**src/hw/main_cfg_pkg.sv**
```systemverilog
// Shared constants, field layouts, reset values and types for the main configuration bank.
package main_cfg_pkg;

  // ==========================================================================
  // Address space layout
  // ==========================================================================
  localparam logic [7:0] MAIN_GROUP_FIRST = 8'h00;
  localparam logic [7:0] MAIN_GROUP_LAST = 8'h0c;
  localparam logic [7:0] IRQ_GROUP_FIRST = 8'h0d;
  localparam logic [7:0] IRQ_GROUP_LAST = 8'h0f;
  localparam logic [7:0] RX_GROUP_FIRST = 8'h10;
  localparam logic [7:0] RX_GROUP_LAST = 8'h15;
  localparam logic [7:0] MAP_LAST = 8'h1f;

  // ==========================================================================
  // Implemented byte offsets
  // ==========================================================================
  localparam int NUM_BYTES = 6;
  localparam logic [7:0] OFS_STATE_BAND_TRIM_CTRL = 8'h00;
  localparam logic [7:0] OFS_MODULATION_DATAPATH_CTRL = 8'h01;
  localparam logic [7:0] OFS_DEVIATION_CODE = 8'h02;
  localparam logic [7:0] OFS_BIT_RATE_CODE = 8'h03;
  localparam logic [7:0] OFS_ONOFF_FLOOR_LEVEL = 8'h04;
  localparam logic [7:0] OFS_BUFFER_SIZE_LEVEL = 8'h05;

  // ==========================================================================
  // Reset values
  // ==========================================================================
  localparam logic [7:0] RST_STATE_BAND_TRIM_CTRL = 8'h28;
  localparam logic [7:0] RST_MODULATION_DATAPATH_CTRL = 8'h88;
  localparam logic [7:0] RST_DEVIATION_CODE = 8'h03;
  localparam logic [7:0] RST_BIT_RATE_CODE = 8'h07;
  localparam logic [7:0] RST_ONOFF_FLOOR_LEVEL = 8'h0c;
  localparam logic [7:0] RST_BUFFER_SIZE_LEVEL = 8'h0f;
  localparam logic [7:0] READ_ZERO = 8'h00;

  // ==========================================================================
  // Field positions
  // ==========================================================================
  localparam int STATE_HI = 7;
  localparam int STATE_LO = 5;
  localparam int BAND_HI = 4;
  localparam int BAND_LO = 3;
  localparam int TUNE_HI = 2;
  localparam int TUNE_LO = 1;
  localparam int DIVSEL_BIT = 0;
  localparam int MODUL_HI = 7;
  localparam int MODUL_LO = 6;
  localparam int DMODE_LO_BIT = 5;
  localparam int SLICER_HI = 4;
  localparam int SLICER_LO = 3;
  localparam int DMODE_HI_BIT = 2;
  localparam int IFGAIN_HI = 1;
  localparam int IFGAIN_LO = 0;
  localparam int RATE_HI = 6;
  localparam int RATE_LO = 0;
  localparam int BUFSIZE_HI = 7;
  localparam int BUFSIZE_LO = 6;
  localparam int BUFTHR_HI = 5;
  localparam int BUFTHR_LO = 0;

  // ==========================================================================
  // Encodings
  // ==========================================================================
  typedef enum logic [2:0] {
    ST_SLEEP = 3'h0,
    ST_STANDBY = 3'h1,
    ST_SYNTH_ONLY = 3'h2,
    ST_RECEIVE = 3'h3,
    ST_TRANSMIT = 3'h4
  } op_state_t;

  typedef enum logic [1:0] {
    BAND_LOWER = 2'h0,
    BAND_UPPER = 2'h1,
    BAND_ALTERNATE = 2'h2
  } band_t;

  typedef enum logic [1:0] {
    DM_CONTINUOUS = 2'h0,
    DM_BUFFERED = 2'h1,
    DM_PACKET = 2'h2
  } data_mode_t;

  typedef enum logic [1:0] {
    SL_FIXED = 2'h0,
    SL_PEAK = 2'h1,
    SL_AVERAGE = 2'h2,
    SL_RESERVED = 2'h3
  } slicer_t;

  typedef enum logic [1:0] {
    GRP_MAIN = 2'h0,
    GRP_IRQ = 2'h1,
    GRP_RX = 2'h2,
    GRP_NONE = 2'h3
  } group_t;

  // Register request as seen by the bank.
  typedef struct packed {
    logic [7:0] addr;
    logic [7:0] wdata;
    logic wr;
    logic rd;
  } reg_req_t;

  // Decoded view of the first two control bytes.
  typedef struct packed {
    logic [2:0] state;
    logic state_valid;
    logic [1:0] band;
    logic band_valid;
    logic [1:0] tune;
    logic div_sel;
    logic [1:0] data_mode;
    logic [1:0] slicer;
    logic slicer_reserved;
  } ctrl_view_t;

endpackage

```
**src/hw/cfg_byte.sv**
```systemverilog
// One byte-wide read/write configuration register with a fixed reset value.
`timescale 1ns/1ps
module cfg_byte #(
  parameter logic [7:0] RESET_VAL = 8'h00
) (
  input wire logic clk,
  input wire logic reset,
  input wire logic we,
  input wire logic [7:0] wdata,
  output logic [7:0] q
);

  // ==========================================================================
  // Storage
  // ==========================================================================
  // Default then hold.
  always_ff @(posedge clk) begin
    if (reset) begin
      q <= RESET_VAL;
    end else if (we) begin
      q <= wdata;
    end
  end

endmodule

```
**src/hw/ctrl_decode.sv**
```systemverilog
// Field decoder for the state, band, tuning, divider set, data mode and slicer bits.
`timescale 1ns/1ps
module ctrl_decode (
  input wire logic [7:0] byte0,
  input wire logic [7:0] byte1,
  output main_cfg_pkg::ctrl_view_t view
);

  // ==========================================================================
  // Byte 0 and byte 1 fields
  // ==========================================================================
  wire logic [2:0] state_code = byte0[main_cfg_pkg::STATE_HI:main_cfg_pkg::STATE_LO];
  wire logic [1:0] band_code = byte0[main_cfg_pkg::BAND_HI:main_cfg_pkg::BAND_LO];
  wire logic dm_hi = byte1[main_cfg_pkg::DMODE_HI_BIT];
  wire logic dm_lo = byte1[main_cfg_pkg::DMODE_LO_BIT];
  wire logic [1:0] slicer_code = byte1[main_cfg_pkg::SLICER_HI:main_cfg_pkg::SLICER_LO];
  wire logic state_ok = (state_code <= main_cfg_pkg::ST_TRANSMIT);
  wire logic band_ok = (band_code != 2'h3);
  wire logic [1:0] dm_code = dm_hi ? main_cfg_pkg::DM_PACKET :
                             (dm_lo ? main_cfg_pkg::DM_BUFFERED : main_cfg_pkg::DM_CONTINUOUS);

  // ==========================================================================
  // Packed view
  // ==========================================================================
  assign view.state = state_code;
  assign view.state_valid = state_ok;
  assign view.band = band_code;
  assign view.band_valid = band_ok;
  assign view.tune = byte0[main_cfg_pkg::TUNE_HI:main_cfg_pkg::TUNE_LO];
  assign view.div_sel = byte0[main_cfg_pkg::DIVSEL_BIT];
  assign view.data_mode = dm_code;
  assign view.slicer = slicer_code;
  assign view.slicer_reserved = (slicer_code == main_cfg_pkg::SL_RESERVED);

endmodule

```
**src/hw/transceiver_main_config_regs.sv**
```systemverilog
// Top of the byte-wide main configuration register bank and its decoded control outputs.
`timescale 1ns/1ps
module transceiver_main_config_regs (
  input wire logic CLK,
  input wire logic RESET,
  input wire logic [7:0] REG_ADDR,
  input wire logic [7:0] REG_WDATA,
  input wire logic REG_WR,
  input wire logic REG_RD,
  output logic [7:0] REG_RDATA,
  output logic REG_RVALID,
  output logic [1:0] REG_GROUP,
  output logic REG_UNMAPPED,
  output logic [2:0] OP_STATE,
  output logic OP_STATE_VALID,
  output logic [1:0] FREQ_BAND,
  output logic FREQ_BAND_VALID,
  output logic [1:0] OSCILLATOR_TUNE_OFFSET,
  output logic DIVIDER_SET_SEL,
  output logic [1:0] MODULATION,
  output logic [1:0] DATA_MODE,
  output logic [1:0] ONOFF_SLICER_METHOD,
  output logic SLICER_RESERVED,
  output logic [1:0] IF_GAIN,
  output logic [7:0] DEVIATION,
  output logic [6:0] RATE_CODE,
  output logic [7:0] FLOOR_LEVEL,
  output logic [1:0] BUFFER_SIZE,
  output logic [5:0] BUFFER_LEVEL
);

  // ==========================================================================
  // Request carrier
  // ==========================================================================
  main_cfg_pkg::reg_req_t req;
  assign req.addr = REG_ADDR;
  assign req.wdata = REG_WDATA;
  assign req.wr = REG_WR;
  assign req.rd = REG_RD;

  // ==========================================================================
  // Address decode
  // ==========================================================================
  // Group ranges.
  wire logic in_main = (req.addr <= main_cfg_pkg::MAIN_GROUP_LAST);
  wire logic in_irq = (req.addr >= main_cfg_pkg::IRQ_GROUP_FIRST) &&
                      (req.addr <= main_cfg_pkg::IRQ_GROUP_LAST);
  wire logic in_rx = (req.addr >= main_cfg_pkg::RX_GROUP_FIRST) &&
                     (req.addr <= main_cfg_pkg::RX_GROUP_LAST);
  wire logic in_map = (req.addr <= main_cfg_pkg::MAP_LAST);
  wire logic [1:0] group_code = in_main ? main_cfg_pkg::GRP_MAIN :
                                in_irq ? main_cfg_pkg::GRP_IRQ :
                                in_rx ? main_cfg_pkg::GRP_RX : main_cfg_pkg::GRP_NONE;
  wire logic access = req.wr | req.rd;

  // ==========================================================================
  // Register bytes
  // ==========================================================================
  localparam logic [7:0] OFS_TABLE [main_cfg_pkg::NUM_BYTES] = '{
    main_cfg_pkg::OFS_STATE_BAND_TRIM_CTRL,
    main_cfg_pkg::OFS_MODULATION_DATAPATH_CTRL,
    main_cfg_pkg::OFS_DEVIATION_CODE,
    main_cfg_pkg::OFS_BIT_RATE_CODE,
    main_cfg_pkg::OFS_ONOFF_FLOOR_LEVEL,
    main_cfg_pkg::OFS_BUFFER_SIZE_LEVEL
  };
  localparam logic [7:0] RST_TABLE [main_cfg_pkg::NUM_BYTES] = '{
    main_cfg_pkg::RST_STATE_BAND_TRIM_CTRL,
    main_cfg_pkg::RST_MODULATION_DATAPATH_CTRL,
    main_cfg_pkg::RST_DEVIATION_CODE,
    main_cfg_pkg::RST_BIT_RATE_CODE,
    main_cfg_pkg::RST_ONOFF_FLOOR_LEVEL,
    main_cfg_pkg::RST_BUFFER_SIZE_LEVEL
  };

  logic [7:0] byte_q [main_cfg_pkg::NUM_BYTES];
  logic [main_cfg_pkg::NUM_BYTES-1:0] hit;
  logic [7:0] rd_chain [main_cfg_pkg::NUM_BYTES+1];

  genvar gi;
  generate
    for (gi = 0; gi < main_cfg_pkg::NUM_BYTES; gi = gi + 1) begin : g_byte
      assign hit[gi] = (req.addr == OFS_TABLE[gi]);
      assign rd_chain[gi+1] = hit[gi] ? byte_q[gi] : rd_chain[gi];
      cfg_byte #(
        .RESET_VAL(RST_TABLE[gi])
      ) u_byte (
        .clk(CLK),
        .reset(RESET),
        .we(req.wr & hit[gi]),
        .wdata(req.wdata),
        .q(byte_q[gi])
      );
    end
  endgenerate

  // ==========================================================================
  // Read selection
  // ==========================================================================
  // Unimplemented bytes inside the map read as zero, so software can probe the
  // group layout without side effects; there is no bus error path on this port.
  // Offsets are distinct, so at most one link of the chain passes its own byte.
  assign rd_chain[0] = main_cfg_pkg::READ_ZERO;
  wire logic [7:0] read_sel = rd_chain[main_cfg_pkg::NUM_BYTES];

  // ==========================================================================
  // Field decode
  // ==========================================================================
  main_cfg_pkg::ctrl_view_t view;

  ctrl_decode u_decode (
    .byte0(byte_q[0]),
    .byte1(byte_q[1]),
    .view(view)
  );

  // ==========================================================================
  // Access response
  // ==========================================================================
  logic [7:0] rdata_q;
  logic rvalid_q;
  logic [1:0] group_q;
  logic unmapped_q;
  // Read data is held at zero outside the answer cycle, so a late sample sees no stale byte.
  wire logic [7:0] rdata_d = req.rd ? read_sel : main_cfg_pkg::READ_ZERO;
  wire logic [1:0] group_d = access ? group_code : group_q;
  wire logic unmapped_d = access & ~in_map;

  always_ff @(posedge CLK) begin
    if (RESET) begin
      rdata_q <= main_cfg_pkg::READ_ZERO;
    end else begin
      rdata_q <= rdata_d;
    end
  end

  always_ff @(posedge CLK) begin
    if (RESET) begin
      rvalid_q <= 1'b0;
    end else begin
      rvalid_q <= req.rd;
    end
  end

  always_ff @(posedge CLK) begin
    if (RESET) begin
      group_q <= main_cfg_pkg::GRP_MAIN;
    end else begin
      group_q <= group_d;
    end
  end

  always_ff @(posedge CLK) begin
    if (RESET) begin
      unmapped_q <= 1'b0;
    end else begin
      unmapped_q <= unmapped_d;
    end
  end

  // ==========================================================================
  // Registered control outputs
  // ==========================================================================
  // The decoded view is re-registered so every output is a flop; the cost is
  // one extra cycle between a write and the decoded field changing.
  main_cfg_pkg::ctrl_view_t view_q;
  logic [1:0] modul_q;
  logic [1:0] ifgain_q;
  logic [7:0] dev_q;
  logic [6:0] rate_q;
  logic [7:0] floor_q;
  logic [1:0] bsize_q;
  logic [5:0] blevel_q;

  always_ff @(posedge CLK) begin
    if (RESET) begin
      view_q <= '0;
    end else begin
      view_q <= view;
    end
  end

  wire logic [1:0] modul_d = byte_q[1][main_cfg_pkg::MODUL_HI:main_cfg_pkg::MODUL_LO];
  wire logic [1:0] ifgain_d = byte_q[1][main_cfg_pkg::IFGAIN_HI:main_cfg_pkg::IFGAIN_LO];
  wire logic [7:0] dev_d = byte_q[2];
  wire logic [6:0] rate_d = byte_q[3][main_cfg_pkg::RATE_HI:main_cfg_pkg::RATE_LO];
  wire logic [7:0] floor_d = byte_q[4];
  wire logic [1:0] bsize_d = byte_q[5][main_cfg_pkg::BUFSIZE_HI:main_cfg_pkg::BUFSIZE_LO];
  wire logic [5:0] blevel_d = byte_q[5][main_cfg_pkg::BUFTHR_HI:main_cfg_pkg::BUFTHR_LO];

  always_ff @(posedge CLK) begin
    if (RESET) begin
      modul_q <= 2'h0;
    end else begin
      modul_q <= modul_d;
    end
  end

  always_ff @(posedge CLK) begin
    if (RESET) begin
      ifgain_q <= 2'h0;
    end else begin
      ifgain_q <= ifgain_d;
    end
  end

  always_ff @(posedge CLK) begin
    if (RESET) begin
      dev_q <= 8'h00;
    end else begin
      dev_q <= dev_d;
    end
  end

  always_ff @(posedge CLK) begin
    if (RESET) begin
      rate_q <= 7'h00;
    end else begin
      rate_q <= rate_d;
    end
  end

  always_ff @(posedge CLK) begin
    if (RESET) begin
      floor_q <= 8'h00;
    end else begin
      floor_q <= floor_d;
    end
  end

  always_ff @(posedge CLK) begin
    if (RESET) begin
      bsize_q <= 2'h0;
    end else begin
      bsize_q <= bsize_d;
    end
  end

  always_ff @(posedge CLK) begin
    if (RESET) begin
      blevel_q <= 6'h00;
    end else begin
      blevel_q <= blevel_d;
    end
  end

  // ==========================================================================
  // Port drive
  // ==========================================================================
  assign REG_RDATA = rdata_q;
  assign REG_RVALID = rvalid_q;
  assign REG_GROUP = group_q;
  assign REG_UNMAPPED = unmapped_q;
  assign OP_STATE = view_q.state;
  assign OP_STATE_VALID = view_q.state_valid;
  assign FREQ_BAND = view_q.band;
  assign FREQ_BAND_VALID = view_q.band_valid;
  assign OSCILLATOR_TUNE_OFFSET = view_q.tune;
  assign DIVIDER_SET_SEL = view_q.div_sel;
  assign MODULATION = modul_q;
  assign DATA_MODE = view_q.data_mode;
  assign ONOFF_SLICER_METHOD = view_q.slicer;
  // A reserved slicer code is stored and flagged but not acted on.
  assign SLICER_RESERVED = view_q.slicer_reserved;
  assign IF_GAIN = ifgain_q;
  assign DEVIATION = dev_q;
  assign RATE_CODE = rate_q;
  assign FLOOR_LEVEL = floor_q;
  assign BUFFER_SIZE = bsize_q;
  assign BUFFER_LEVEL = blevel_q;

endmodule

```
**config.mk**
```make
export PLATFORM = sky130hd
export DESIGN_NAME = transceiver_main_config_regs
export DESIGN_NICKNAME = d
export VERILOG_FILES = /design/src/hw/main_cfg_pkg.sv /design/src/hw/cfg_byte.sv /design/src/hw/ctrl_decode.sv /design/src/hw/transceiver_main_config_regs.sv
export SDC_FILE = /design/constraint.sdc
export NUM_CORES = 1
export LEC_CHECK = 0
export BUFFER_PORTS_ARGS = -buffer_cell sky130_fd_sc_hd__buf_4
export CORE_UTILIZATION = 45
export CTS_BUF_LIST = sky130_fd_sc_hd__clkbuf_2
export DETAILED_ROUTE_END_ITERATION = 7
export GPL_TIMING_DRIVEN = 0
export PLACE_DENSITY = 0.7
export REMOVE_ABC_BUFFERS = 1
export SETUP_SLACK_MARGIN = 0.4
export SLEW_MARGIN = 0
export SYNTH_ARGS = -nofsm -noshare
export SYNTH_HDL_FRONTEND = slang
export SYNTH_SLANG_ARGS = --single-unit
export TNS_END_PERCENT = 10
```
**constraint.sdc**
```tcl
create_clock -name CLK -period 2.3 [get_ports CLK]
set_clock_uncertainty 0.1 [all_clocks]
set_input_delay 0.115 -clock CLK [delete_from_list [all_inputs] [get_ports CLK]]
set_output_delay 0.115 -clock CLK [all_outputs]
set_load 0.005 [all_outputs]
```
# Word-level counts from Yosys, hierarchy flattened
# Index checks and enable logic that the tools add are counted.
# op_classes
addsub	0
n_mul	0
n_div	0
magnitude_cmp	7
n_eq_ne	7
shift	0
mux	11
bitwise_logic	10
n_reduce_logical	5
# ops
operator	count
$mux W8	6
$eq A8 B2 Y1 const B	2
$eq A8 B3 Y1 const B	2
$le A8 B4 Y1 const B	2
$le A8 B5 Y1 const B	2
$eq A8 B1 Y1 const B	1
$ge A8 B4 Y1 const B	1
$ge A8 B5 Y1 const B	1
$logic_not A8 Y1	1
$and A1 B1 Y1	7
$mux W2	3
$reduce_or A2 Y1	2
$le A3 B3 Y1 const B	1
$eq A2 B2 Y1 const B	1
$logic_and A1 B1 Y1	2
$mux W1	2
$ne A2 B2 Y1 const B	1
$not A1 Y1	2
$or A1 B1 Y1	1
# word_totals
reg_bits	110
latchBits	0
ramBits	0
mem_bits_ro	0
input_bits	20
out_inout_bits	62
word_cells	67
n_memories	0

# Longest topological paths before layout
# logic_depth
depth_word	7
ltp_mapped	6
depth_no_buf	3

# Hierarchy
# A second synthesis with hierarchy kept.
# hier_totals
hier_cells	379
hier_area_um2	4209.0
# by_module_without_submodules
module	instances	cells_per_inst	area_each_um2	seq_area_each_um2
transceiver_main_config_regs	1	206	2317.2	1241.2
cfg_byte at g_byte[0].u_byte ...	4	26	292.8	160.2
cfg_byte at g_byte[5].u_byte	1	26	297.8	160.2
cfg_byte at g_byte[3].u_byte	1	26	296.5	160.2
ctrl_decode	1	17	126.4	0.0

# Worst setup path after synthesis
# Ideal clock, no wire load.
# synth_timing
path_type	input to register
start	input port REG_ADDR[5]
end	register g_byte[2].u_byte.q[4]
setup_ns	0.124
t_arrival_ns	1.391
required_time_ns	2.076
path_slack_ns	0.685
stages	5
path_buffers	2
cell_sequence	or3_1 > buf_6 > or4_4 > buf_6 > mux2i_1
# synth_via
elab_chain_cells	2
# synth_rtl
element	line	rtl
start: declaration	transceiver_main_config_regs.sv:6	input wire logic [7:0] REG_ADDR,
$eq A8 B2 Y1	transceiver_main_config_regs.sv:83	assign hit[gi] = (req.addr == OFS_TABLE[gi]);
$and A1 B1 Y1	transceiver_main_config_regs.sv:90	.we(req.wr & hit[gi]),
end signal: assignment	cfg_byte.sv:21	q <= wdata;
end: declaration	cfg_byte.sv:10	output logic [7:0] q
# No other way between the ends.
# A chain may end at the register's enable or synchronous reset.

# Final worst setup path
# layout_timing
start	input port REG_ADDR[4]
end	register g_byte[3].u_byte.q[7]
# layout_via
elab_chain_cells	2
# layout_rtl
element	line
$eq A8 B2 Y1	transceiver_main_config_regs.sv:83
$and A1 B1 Y1	transceiver_main_config_regs.sv:90
end signal: assignment	cfg_byte.sv:21
end: declaration	cfg_byte.sv:10
# No other way between the ends.

==> out/metrics.cfg <==
[cts]
cts-root-to-sink-buffers = 2
cts.sinks = 110
postCtsSetupBuffers = 0
cts_buffers = 9
cts-htree-levels = 3
cts_root_buf = clkbuf_2
cts_tree = yes
path_clk_slew_ns = 0.27
clk_latency_ns = 0.57

[route]
wl_per_cell_um = 14.2
dr.pass1.iters = 4
final_antenna_net_count = 0
wl_mm = 8.48
drc = 0
viasPerCell = 5.07
dr.first_iter.drc_count = 176
vias = 3022

[die]
core-area_um2 = 8720
die_x_um = 96.9
die_h_um = 96.9
io_pins = 82
die-area_um2 = 9380
start_util = 0.464
rows = 34

[synthesis]
ys_ff_latch = 110
ys.flop_type = dfxtp_1
synth_cells = 399
yosysUniqueCellTypes = 33
synth-edff-count = 0
syn_avg_cell_area_um2 = 10.2
ys_seq_area_frac = 0.544
netlist_area_um2 = 4050
yosys_warnings = 0
async_reset_ff_frac = 0

[setup_path]
slowest_stage = nor4_4
crit_start = REG_ADDR[4]
reg2reg_depth = 3
required_ns = 2.69
critical_path_depth = 5
crit_buf_inv = 2
regToRegStartpoint = g_byte[0].u_byte.q[3]$_SDFFE_PP1P_
critPathTopFamily = simple AND/OR/NAND/NOR gates
path_class = input port to register
rr_endpoint = REG_RDATA[3]$_SDFF_PP0_
endpoint = g_byte[3].u_byte.q[7]$_SDFFE_PP0P_
rrSetupSlack_ns = 0.80
crit_path_start_kind = input port
crit_chain = buf_4 -> dlygate4sd3_1 -> or2_2 -> nor4_4 -> mux2i_1
slowest_delay_ns = 0.79
arrival_ns = 2.25
endpoint_kind = register
critPathMaxFanout = 8

[pwr]
leakagePower_uw = 0.00234
ir_drop_uv = 425
p_per_area_nw_per_um2 = 626

[global_route]
antenna_found_initial = 0
grt_max_degree = 89
track_usage = 0.186
grt_pass1_wl_mm = 14.0
grt_pass1_vias = 2839
grt_overflow = 0

[flow_run]
maxCapViolations = 0

[cells_and_area]
final_core_util = 0.572
diodes = 0
multi_input_area_um2 = 1610
final_area_um2 = 4990
nFillCells = 784
seq_area_um2 = 2200
layout.nets = 503
layout-drive-gt1-share = 0.207
fin_cells = 596
areaGrowthSynthToFinish_pct = 23.3

[placement]
port_buffers = 81
dp_hpwl_mm = 5.19
placed_area_um2 = 4670
globalplace.congestion = 0.784
dp_cells = 561

[timing]
grt_setup_unrepaired = yes
setup_tns_ns = 0
tightest_slew_ns = 0.941
hold_ws_ns = 0.00907
fin_crit_ns = 1.86
hold_violations = 0
slew_violations = 0
slew_headroom = 0.368
setup_viol = 0
period_share = 0.808
fmax_mhz = 538

[hold_path]
hp-start = REG_ADDR[1]
min_path_type = input port to register

[outcome]
status = complete, no violations

[tightest hold or removal path, stage by stage]
cell and delay (ns):
buf_4 0.30, o21a_1 0.17, a2111oi_0 0.07
[repair_timing]
item,4_1_cts,5_1_grt
gates resized for setup,0,1
endpoints found under the setup margin,0,6
hold endpoints to repair,75,1
hold buffers,18,1
[cells in the final DEF, fill, tap and decap left out, types with 3 or more instances in the layout]
cell             n
buf_4           81
nor2_1          46
nand3b_1         3
a211o_1          8
nor4_1           5
mux2i_1         39
inv_1           29
nor2b_1         20
nand2b_1        38
or4_1            5
o311ai_0         7
or3_1            4
o21a_1           9
a21o_1           5
nor3_1          12
dlygate4sd3_1   19
a2111oi_0        8
o31ai_1          6
dfxtp_1        110
a21oi_1          3
clkbuf_2        10
[flip-flops by register name, indices dropped and copies added (netlist names), 3 cells and up]
signal / cells
DEVIATION: 8
RATE_CODE: 7
OP_STATE: 3
BUFFER_LEVEL: 6
g_byte.u_byte.q: 48
FLOOR_LEVEL: 8
REG_RDATA: 8
[power by group]
| group | switching (uW) | internal [uW] | total [uW] |
|---|---|---|---|
| clock | 586 | 362 | 948 |
| combinational | 123 | 111 | 234 |
| sequential | 7.35 | 1940 | 1940 |
| total | 717 | 2410 | 3130 |
[cell families (layout without fill, tap and decap cells)]
kind of cell,count (synthesis),after routing,share of synthesized area
and+or+nand+nor,144,144,0.203
DFF,110,110,0.544
buffers and inverters,56,145,0.0584
AOI/OAI and AO/OA,50,50,0.0982
muxes,39,39,0.0964
[worst min path at each step]
stage | endpoint | cells after the start
3_3_place_gp | g_byte[1].u_byte.q[7]$_SDFFE_PP1P_ | 3
5_1_grt | REG_RDATA[0]$_SDFF_PP0_ | 3
4_1_cts | REG_RDATA[3]$_SDFF_PP0_ | 3
2_1_floorplan | FLOOR_LEVEL[0]$_SDFF_PP0_ | 1
3_5_place_dp | g_byte[0].u_byte.q[5]$_SDFFE_PP1P_ | 3
6_report | REG_RDATA[0]$_SDFF_PP0_ | 3
[cell type report]
class | instances | area share
sequential | 110 | 0.441
multi-input combinational | 233 | 0.323
timing repair buffer | 100 | 0.160
tap | 108 | 0.0271
inverter | 29 | 0.0218
clock inverter | 6 | 0.0170
clock buffer | 10 | 0.0100
[stage by stage]
step / setup WS (ns) / total power, uW
2_1_floorplan: 0.553 / 2060
3_3_place_gp: 0.0251 / 2180
3_5_place_dp: -0.00185 / 2180
4_1_cts: 0.460 / 3150
5_1_grt: 0.374 / 3250
6_report: 0.441 / 3130
[Yosys cell counts (2+ instances only)]
cell type	number	area, um2
a21o_1	5	37.5
dfxtp_1	110	2200
buf_1	2	7.51
o21a_1	9	67.6
nand3_1	2	10.0
inv_1	29	109
nor2_1	46	173
or4_1	5	37.5
nor4_1	5	31.3
o311ai_0	7	61.3
or3_1	4	25.0
a211o_1	8	70.1
or2b_1	2	15.0
buf_2	9	45.0
buf_6	2	22.5
nand2b_1	38	238
nand3b_1	3	22.5
nor4_4	2	42.5
o31ai_1	6	45.0
nor2b_1	20	125
mux2i_1	39	390
a21oi_1	3	15.0
a2111oi_0	9	78.8
nor3_1	12	60.1
clkbuf_1	14	52.6
[layer usage]
metal | share of wire | vias to the layer above | track usage
li1 | - | 1527 | -
met1 | 0.47 | 1398 | 0.250
met2 | 0.47 | 90 | 0.304
met3 | 0.050 | 7 | 0.0397
met4 | 0.010 | 0 | 0.0448
met5 | 0 | - | 0
Power figures use the tool's default switching activity.
